<file path="config.mk">
export PLATFORM = sky130hd
export DESIGN_NAME = osdrt_transfer_window
export DESIGN_NICKNAME = d
export VERILOG_FILES = /design/src/design/osdrt_sync_edge.v /design/src/design/osdrt_transfer_window.v
export VERILOG_INCLUDE_DIRS = /design/src /design/src/inc
export SDC_FILE = /design/constraint.sdc
export NUM_CORES = 1
export LEC_CHECK = 0
export BUFFER_PORTS_ARGS = -buffer_cell sky130_fd_sc_hd__buf_4
export CORE_MARGIN = 2
export CORE_UTILIZATION = 45
export DETAILED_ROUTE_END_ITERATION = 7
export GPL_TIMING_DRIVEN = 0
export PLACE_DENSITY = 0.65
export SYNTH_ARGS = -nofsm -noshare
export SYNTH_HDL_FRONTEND = slang
export SYNTH_SLANG_ARGS = --single-unit
</file>
<file path="constraint.sdc">
create_clock -name clock -period 4.26 [get_ports clock]
set_input_delay 0.639 -clock clock [delete_from_list [all_inputs] [get_ports clock]]
set_output_delay 0.639 -clock clock [all_outputs]
set_load 0.02 [all_outputs]
</file>
<file path="src/inc/osdrt_defs.vh">
// Purpose: Constants for the OSD register transfer and window block
// Assumes: 8-bit register port in the direct-bus register area
// Notes: Offsets are byte addresses inside the OSD register area
`ifndef OSDRT_DEFS_VH
`define OSDRT_DEFS_VH

// Register offsets
`define OSDRT_ADDR_W 4
`define OSDRT_OFS_CS4 4'h0
`define OSDRT_OFS_CS8 4'h1
`define OSDRT_OFS_CS12 4'h2
`define OSDRT_OFS_WTOP 4'h5
`define OSDRT_OFS_WBOT 4'h6
`define OSDRT_OFS_ETC 4'h9
`define OSDRT_OFS_DCTL 4'hd

// Display control field positions
`define OSDRT_BIT_PDEN 0
`define OSDRT_BIT_WEN 1
`define OSDRT_BIT_XREQ 2
`define OSDRT_BIT_FSEL 4
// Misc control field position
`define OSDRT_BIT_DSCAN 3

// Reset values
`define OSDRT_RST_BYTE 8'h00
`define OSDRT_RST_CS 24'h000000
`define OSDRT_RST_LINE 10'h000

// Size code meaning display off
`define OSDRT_SIZE_OFF 2'h0

`endif

</file>
<file path="src/design/osdrt_sync_edge.v">
// Purpose: Two-flop synchroniser with edge detection for one sync input
// Assumes: Input is asynchronous to clock
// Notes: Edge logic looks only at the second and third stages
`timescale 1ns/100ps
`default_nettype none
module osdrt_sync_edge (
  input wire clock,
  input wire rst,
  input wire asyncIn,
  output wire level,
  output wire fallPulse,
  output wire risePulse
);
  reg meta_ff;
  reg sync_ff;
  reg prev_ff;

  // Synchroniser stages and edge history
  always @(posedge clock or posedge rst)
  begin
    if (rst)
    begin
      meta_ff <= 1'b1;
      sync_ff <= 1'b1;
      prev_ff <= 1'b1;
    end
    else
    begin
      meta_ff <= asyncIn;
      sync_ff <= meta_ff;
      prev_ff <= sync_ff;
    end
  end

  // Edge pulses
  assign level = sync_ff;
  assign fallPulse = prev_ff & ~sync_ff;
  assign risePulse = ~prev_ff & sync_ff;
endmodule
`default_nettype wire

</file>
<file path="src/design/osdrt_transfer_window.v">
// Purpose: OSD staging registers, deferred transfer at line ends, window
// Assumes: Sync inputs active low and asynchronous; CPU port on clock
// Notes: Display-line status comes from the display circuit per scan line
//   Only display control reads back; every other offset reads zero
//   Window lines run from the top limit to just below the bottom limit
//   The scan line counter saturates if vertical sync goes missing
//   A pending request survives a later write with the request bit clear
// Function
// - Control registers sit in the direct-bus area with plain read and write.
// - Setting the request copies staged values at a non-display line end.
// - After the copy, hardware clears request and monitor flag itself.
// - Monitor flag in display control bit 2 reads one while pending.
// - Request outside display lines copies at next sync falling edge.
// - Request inside a display line copies at the edge ending it.
// - Immediate settings take effect at write with no deferred copy.
// - Page display enable switches the whole page on or off.
// - Window enable limits the page to lines between the limits.
// - Top and bottom limits are separate 8-bit written registers.
// - Normal scan places limits at value times two sync periods.
// - Double scan places limits at value times four sync periods.
// - Size code 00 is display off, other codes select a size.
`timescale 1ns/100ps
`default_nettype none
`include "osdrt_defs.vh"
module osdrt_transfer_window #(
  parameter LINE_W = 10
) (
  input wire clock,
  input wire rst,
  input wire [`OSDRT_ADDR_W-1:0] regAddr,
  input wire [7:0] regWrData,
  input wire regWrEn,
  input wire regRdEn,
  output reg [7:0] regRdData_ff,
  input wire horizontalSyncN,
  input wire verticalSyncN,
  input wire inDisplayLine,
  output reg [23:0] lineSizeCode_ff,
  output reg pageDisplayEnable_ff,
  output reg windowEnable_ff,
  output reg doubleScanSelect_ff,
  output reg freqSelect_ff,
  output reg windowActive_ff,
  output wire [11:0] lineDisplayOn
);
  // ----------------------------------------------------------------
  // Staging registers
  // ----------------------------------------------------------------
  reg [23:0] stCs_ff;
  reg [7:0] stTop_ff;
  reg [7:0] stBot_ff;
  reg stPden_ff;
  reg stWen_ff;
  reg transferReq_ff;
  reg [7:0] winTop_ff;
  reg [7:0] winBot_ff;
  reg [LINE_W-1:0] lineCnt_ff;
  reg lineBusy_ff;
  wire hsLevel;
  wire hsFall;
  wire vsLevel;
  wire vsFall;
  wire copyNow;
  wire [LINE_W-1:0] topLine;
  wire [LINE_W-1:0] botLine;
  // Decoded write strobes and the read mux value
  reg selCs4;
  reg selCs8;
  reg selCs12;
  reg selTop;
  reg selBot;
  reg selEtc;
  reg selDctl;
  reg [7:0] nxt_regRdData;

  // Sync inputs through two flops before edges are taken
  // Only the settled level and the edge pulses leave the synchronisers
  osdrt_sync_edge uHsync (
    .clock(clock),
    .rst(rst),
    .asyncIn(horizontalSyncN),
    .level(hsLevel),
    .fallPulse(hsFall),
    .risePulse()
  );
  osdrt_sync_edge uVsync (
    .clock(clock),
    .rst(rst),
    .asyncIn(verticalSyncN),
    .level(vsLevel),
    .fallPulse(vsFall),
    .risePulse()
  );

  // ----------------------------------------------------------------
  // Register writes
  // ----------------------------------------------------------------
  // One-hot write strobes from the offset; an unmapped offset selects
  // nothing, so such a write is dropped
  always @*
  begin
    selCs4 = 1'b0;
    selCs8 = 1'b0;
    selCs12 = 1'b0;
    selTop = 1'b0;
    selBot = 1'b0;
    selEtc = 1'b0;
    selDctl = 1'b0;
    if (regAddr == `OSDRT_OFS_CS4)
      selCs4 = regWrEn;
    else if (regAddr == `OSDRT_OFS_CS8)
      selCs8 = regWrEn;
    else if (regAddr == `OSDRT_OFS_CS12)
      selCs12 = regWrEn;
    else if (regAddr == `OSDRT_OFS_WTOP)
      selTop = regWrEn;
    else if (regAddr == `OSDRT_OFS_WBOT)
      selBot = regWrEn;
    else if (regAddr == `OSDRT_OFS_ETC)
      selEtc = regWrEn;
    else if (regAddr == `OSDRT_OFS_DCTL)
      selDctl = regWrEn;
  end

  // Deferred values wait here until the next copy; a write during a
  // pending copy overwrites them, which software must avoid
  always @(posedge clock or posedge rst)
  begin
    if (rst)
    begin
      stCs_ff <= `OSDRT_RST_CS;
      stTop_ff <= `OSDRT_RST_BYTE;
      stBot_ff <= `OSDRT_RST_BYTE;
      stPden_ff <= 1'b0;
      stWen_ff <= 1'b0;
    end
    else
    begin
      if (selCs4)
        stCs_ff[7:0] <= regWrData;
      if (selCs8)
        stCs_ff[15:8] <= regWrData;
      if (selCs12)
        stCs_ff[23:16] <= regWrData;
      if (selTop)
        stTop_ff <= regWrData;
      if (selBot)
        stBot_ff <= regWrData;
      if (selDctl)
      begin
        stPden_ff <= regWrData[`OSDRT_BIT_PDEN];
        stWen_ff <= regWrData[`OSDRT_BIT_WEN];
      end
    end
  end

  // Immediate fields act as soon as they are written
  always @(posedge clock or posedge rst)
  begin
    if (rst)
    begin
      doubleScanSelect_ff <= 1'b0;
      freqSelect_ff <= 1'b0;
    end
    else
    begin
      if (selEtc)
        doubleScanSelect_ff <= regWrData[`OSDRT_BIT_DSCAN];
      if (selDctl)
        freqSelect_ff <= regWrData[`OSDRT_BIT_FSEL];
    end
  end

  // A new request wins over the clear of a finishing copy, and a zero
  // in the request bit never cancels a pending one
  always @(posedge clock or posedge rst)
  begin
    if (rst)
      transferReq_ff <= 1'b0;
    else if (selDctl && regWrData[`OSDRT_BIT_XREQ])
      transferReq_ff <= 1'b1;
    else if (copyNow)
      transferReq_ff <= 1'b0;
  end

  // ----------------------------------------------------------------
  // Transfer timing
  // ----------------------------------------------------------------
  // Remember whether the current scan line belongs to a display line
  // A line that starts inside a display line stays busy to its last sync fall
  always @(posedge clock or posedge rst)
  begin
    if (rst)
      lineBusy_ff <= 1'b0;
    else if (hsFall)
      lineBusy_ff <= inDisplayLine;
    else if (inDisplayLine)
      lineBusy_ff <= 1'b1;
  end

  // Copy at the first sync falling edge that ends a line with no display
  // pending; a display line in progress defers to the edge ending it
  assign copyNow = transferReq_ff & hsFall & ~(inDisplayLine & lineBusy_ff);

  // All deferred values move together on one edge
  always @(posedge clock or posedge rst)
  begin
    if (rst)
    begin
      lineSizeCode_ff <= `OSDRT_RST_CS;
      pageDisplayEnable_ff <= 1'b0;
      windowEnable_ff <= 1'b0;
      winTop_ff <= `OSDRT_RST_BYTE;
      winBot_ff <= `OSDRT_RST_BYTE;
    end
    else if (copyNow)
    begin
      lineSizeCode_ff <= stCs_ff;
      pageDisplayEnable_ff <= stPden_ff;
      windowEnable_ff <= stWen_ff;
      winTop_ff <= stTop_ff;
      winBot_ff <= stBot_ff;
    end
  end

  // Per-line on/off from size codes
  // Code 00 keeps a line dark even with the page switched on
  genvar gi;
  generate
    for (gi = 0; gi < 12; gi = gi + 1)
    begin : gLine
      assign lineDisplayOn[gi] = pageDisplayEnable_ff &
        (lineSizeCode_ff[2*gi+1:2*gi] != `OSDRT_SIZE_OFF);
    end
  endgenerate

  // ----------------------------------------------------------------
  // Window
  // ----------------------------------------------------------------
  // Scan line counter restarted by vertical sync
  // Saturates rather than wraps when vertical sync goes missing
  always @(posedge clock or posedge rst)
  begin
    if (rst)
      lineCnt_ff <= `OSDRT_RST_LINE;
    else if (vsFall)
      lineCnt_ff <= `OSDRT_RST_LINE;
    else if (hsFall && lineCnt_ff != {LINE_W{1'b1}})
      lineCnt_ff <= lineCnt_ff + {{(LINE_W-1){1'b0}}, 1'b1};
  end

  // Limits scaled by two or four sync periods
  assign topLine = doubleScanSelect_ff ?
    {winTop_ff, 2'b00} : {1'b0, winTop_ff, 1'b0};
  assign botLine = doubleScanSelect_ff ?
    {winBot_ff, 2'b00} : {1'b0, winBot_ff, 1'b0};

  // Page visible inside the window, or everywhere with window off
  // With the window on, closed while vertical sync is low so a frame restart shows nothing stale
  always @(posedge clock or posedge rst)
  begin
    if (rst)
      windowActive_ff <= 1'b0;
    else if (!windowEnable_ff)
      windowActive_ff <= pageDisplayEnable_ff;
    else
      windowActive_ff <= pageDisplayEnable_ff & vsLevel &
        (lineCnt_ff >= topLine) & (lineCnt_ff < botLine);
  end

  // ----------------------------------------------------------------
  // Register reads
  // ----------------------------------------------------------------
  // Read mux: display control status, every other offset reads zero
  always @*
  begin
    nxt_regRdData = `OSDRT_RST_BYTE;
    if (regAddr == `OSDRT_OFS_DCTL)
    begin
      nxt_regRdData[`OSDRT_BIT_PDEN] = pageDisplayEnable_ff;
      nxt_regRdData[`OSDRT_BIT_WEN] = windowEnable_ff;
      nxt_regRdData[`OSDRT_BIT_XREQ] = transferReq_ff;
      nxt_regRdData[`OSDRT_BIT_FSEL] = freqSelect_ff;
    end
  end

  // Read data is captured on a read strobe and held until the next one
  always @(posedge clock or posedge rst)
  begin
    if (rst)
      regRdData_ff <= `OSDRT_RST_BYTE;
    else if (regRdEn)
      regRdData_ff <= nxt_regRdData;
  end
endmodule
`default_nettype wire

</file>
==> metrics.txt <==
status finished, final reports clean; CORE AREA ~11,000 um^2; first-pass GRT wire length about 16 mm; fin nets about 470; PostCTS Resize Cnt 0; deepest clock path buffer count 2; class of the worst hold path input port to asynchronous set/reset pin; Synth Flop Type dfrtp_1; H-tree depth 3; Via Count a little over 3k; Area growth syn-to-layout 18.1%; Mapped Cells about 350; starting density of the core 0.457; Warnings, synthesis 0; fin crit period about 2600 ps; Max Slew Vio Count 0; final worst slack around 1700 ps; die width 108 um; clock latency on the worst-skew pair 380 ps; gr usage total 0.185; via/cell ratio 5.25; DR pass1 iterations 4; Die Ht 108 um; Seq/Total Area, Yosys 0.560; post-route ant nets 0; CTS buffer count 9; endpoints failing setup 0; most frequent cell after synthesis dfrtp_1; DRC errors left 0; Final Hold Fails 0; RSZ-0062 raised after global routing false; synth cell count leaders dfrtp_1, mux2_2, ha_1, mux2i_1, nand2_1; Final Util 0.539; Least-Margin Pin Slew 650 ps; Yosys reg bits around 110; CP Capture Type flip-flop; post-synthesis cell type count 49; Synth Cell Area between 4000 and 5000 um^2; asr flop ratio synth 1.00; Max Cap Viol 0; Post-Route Setup TNS 0 ps; layout cells sized above 1 0.435; CP startpoint kind flip-flop; worst path required time ~4500 ps; minimum hold slack 361 ps; Post-CTS Hold Fix Bufs 0; initial antenna violation count 0; top achievable clock speed approximately 390 MHz; Yosys top cell by area dfrtp_1; Post-synth EDFFs 0; Fin Clk Skew ~13 ps; die area around 12,000 um^2; ant diodes 0; CP arrival 2830 ps; PD cells roughly 550 nW/um^2; vias in the first global route roughly 3.2k; Slew headroom 0.567; Area contributors post-synth dfrtp_1, mux2_2, ha_1; critical path type flip-flop to flip-flop; largest net degree at the start of global routing 60; crit-path max FO 10; Post CTS Setup Buffer Count 0; number of DRC markers in iteration 0 155; DR WL/cell around 17 um; Peak VDD IR ~0.00032 V; Ports slightly below 70; top cell type's share of synthesized area 0.528; clk slew on worst S/H paths about 110 ps; GRT overflow 0; Synth Area per Inst 13.8 um^2; Final GP Congestion between 0.7 and 0.8; Placement Setup Slack roughly 1700 ps; CTS tree built; row count 38; Routed WL between 9 and 10 mm; I/O Buffers 63; HPWL Detailed roughly 6.9 mm; root buffer cell clkbuf_8; CTS Sinks roughly 110; Final Power 3200 uW; Final Cycle Share 0.607; Leakage Power roughly 0.0027 uW
==> critical path, stage by stage (launching register included) <==
cell and delay [ps]:
dfrtp_1 360, buf_2 260, buf_1 520, mux2i_1 160, ha_1 340, nand4_1 100, o22a_1 200, a2111oi_0 430
a311oi_1 90
==> where the power goes <==
group	total, uW	switching [uW]	internal (uW)
sequential	1530	212	1320
clock	612	368	244
combinational	1060	510	548
total	3200	1090	2110
==> sequential cells by signal (all words and copies together) (netlist names), 4 cells and up <==
name             count
lineSizeCode_ff     24
stCs_ff             24
lineCnt_ff          10
stBot_ff             8
stTop_ff             8
winBot_ff            8
winTop_ff            8
regRdData_ff         4
==> per-stage QoR <==
step	area [um^2]	cells
6_report	5770	577
2_1_floorplan	4900	357
4_1_cts	5770	577
5_1_grt	5770	577
3_3_place_gp	5540	560
3_5_place_dp	5570	561
==> area by class of cell <==
class,count,area (um^2)
buffer,12,66.3
fill,931,4930
timing repair buffer,64,500
clock buffer,11,141
multi-input combinational,231,2080
inverter,5,21.3
tap,140,175
sequential,109,2740
clock inverter,5,53.8
==> final timing paths <==
kind / from / endpoint / slack [ps] / depth (start not counted)
setup / recovery: doubleScanSelect_ff / windowActive_ff / 1670 / 8
hold reg to reg: uVsync.meta_ff / uVsync.level / 360 / 0
setup reg to reg: doubleScanSelect_ff / windowActive_ff / 1670 / 8
max in group asynchronous: rst / stBot_ff[5] / 3200 / 3
min in group clock: uVsync.meta_ff / uVsync.level / 360 / 0
hold / removal: rst / stCs_ff[22] / 360 / 2
==> placed cells by master, fill, tap and decap left out, types with 5 or more instances in the layout <==
cell type and n:
dfrtp_1 103, nand2_1 14, clkbuf_8 10, o21a_1 12
mux2i_1 15, buf_4 67, nand3_1 6, mux2_2 85
dfstp_2 6, buf_2 5, ha_1 18, a22o_1 5
nor2_1 13, nor2b_1 6, a21oi_1 10
==> kinds of logic (layout without fill, tap and decap cells) <==
group / Yosys count / in the layout / share of synthesized area
other: 1 / 4 / 0.000768
DFF: 109 / 109 / 0.560
and+or+nand+nor: 60 / 60 / 0.0712
buffers and inverters: 17 / 97 / 0.0174
adders and majority gates: 18 / 18 / 0.0461
xor gates and xnor gates: 3 / 3 / 0.00538
muxes: 102 / 102 / 0.231
AOI/OAI and AO/OA: 44 / 44 / 0.0679
==> metal layers <==
| metal | global-route usage | share of wire | vias to the layer above |
|---|---|---|---|
| met5 | 0 | 0 | - |
| met4 | 0.0513 | 0.012 | 0 |
| met3 | 0.0434 | 0.038 | 7 |
| met2 | 0.317 | 0.50 | 63 |
| met1 | 0.234 | 0.45 | 1521 |
| li1 | - | - | 1441 |
(Power assumes the default switching activity.)
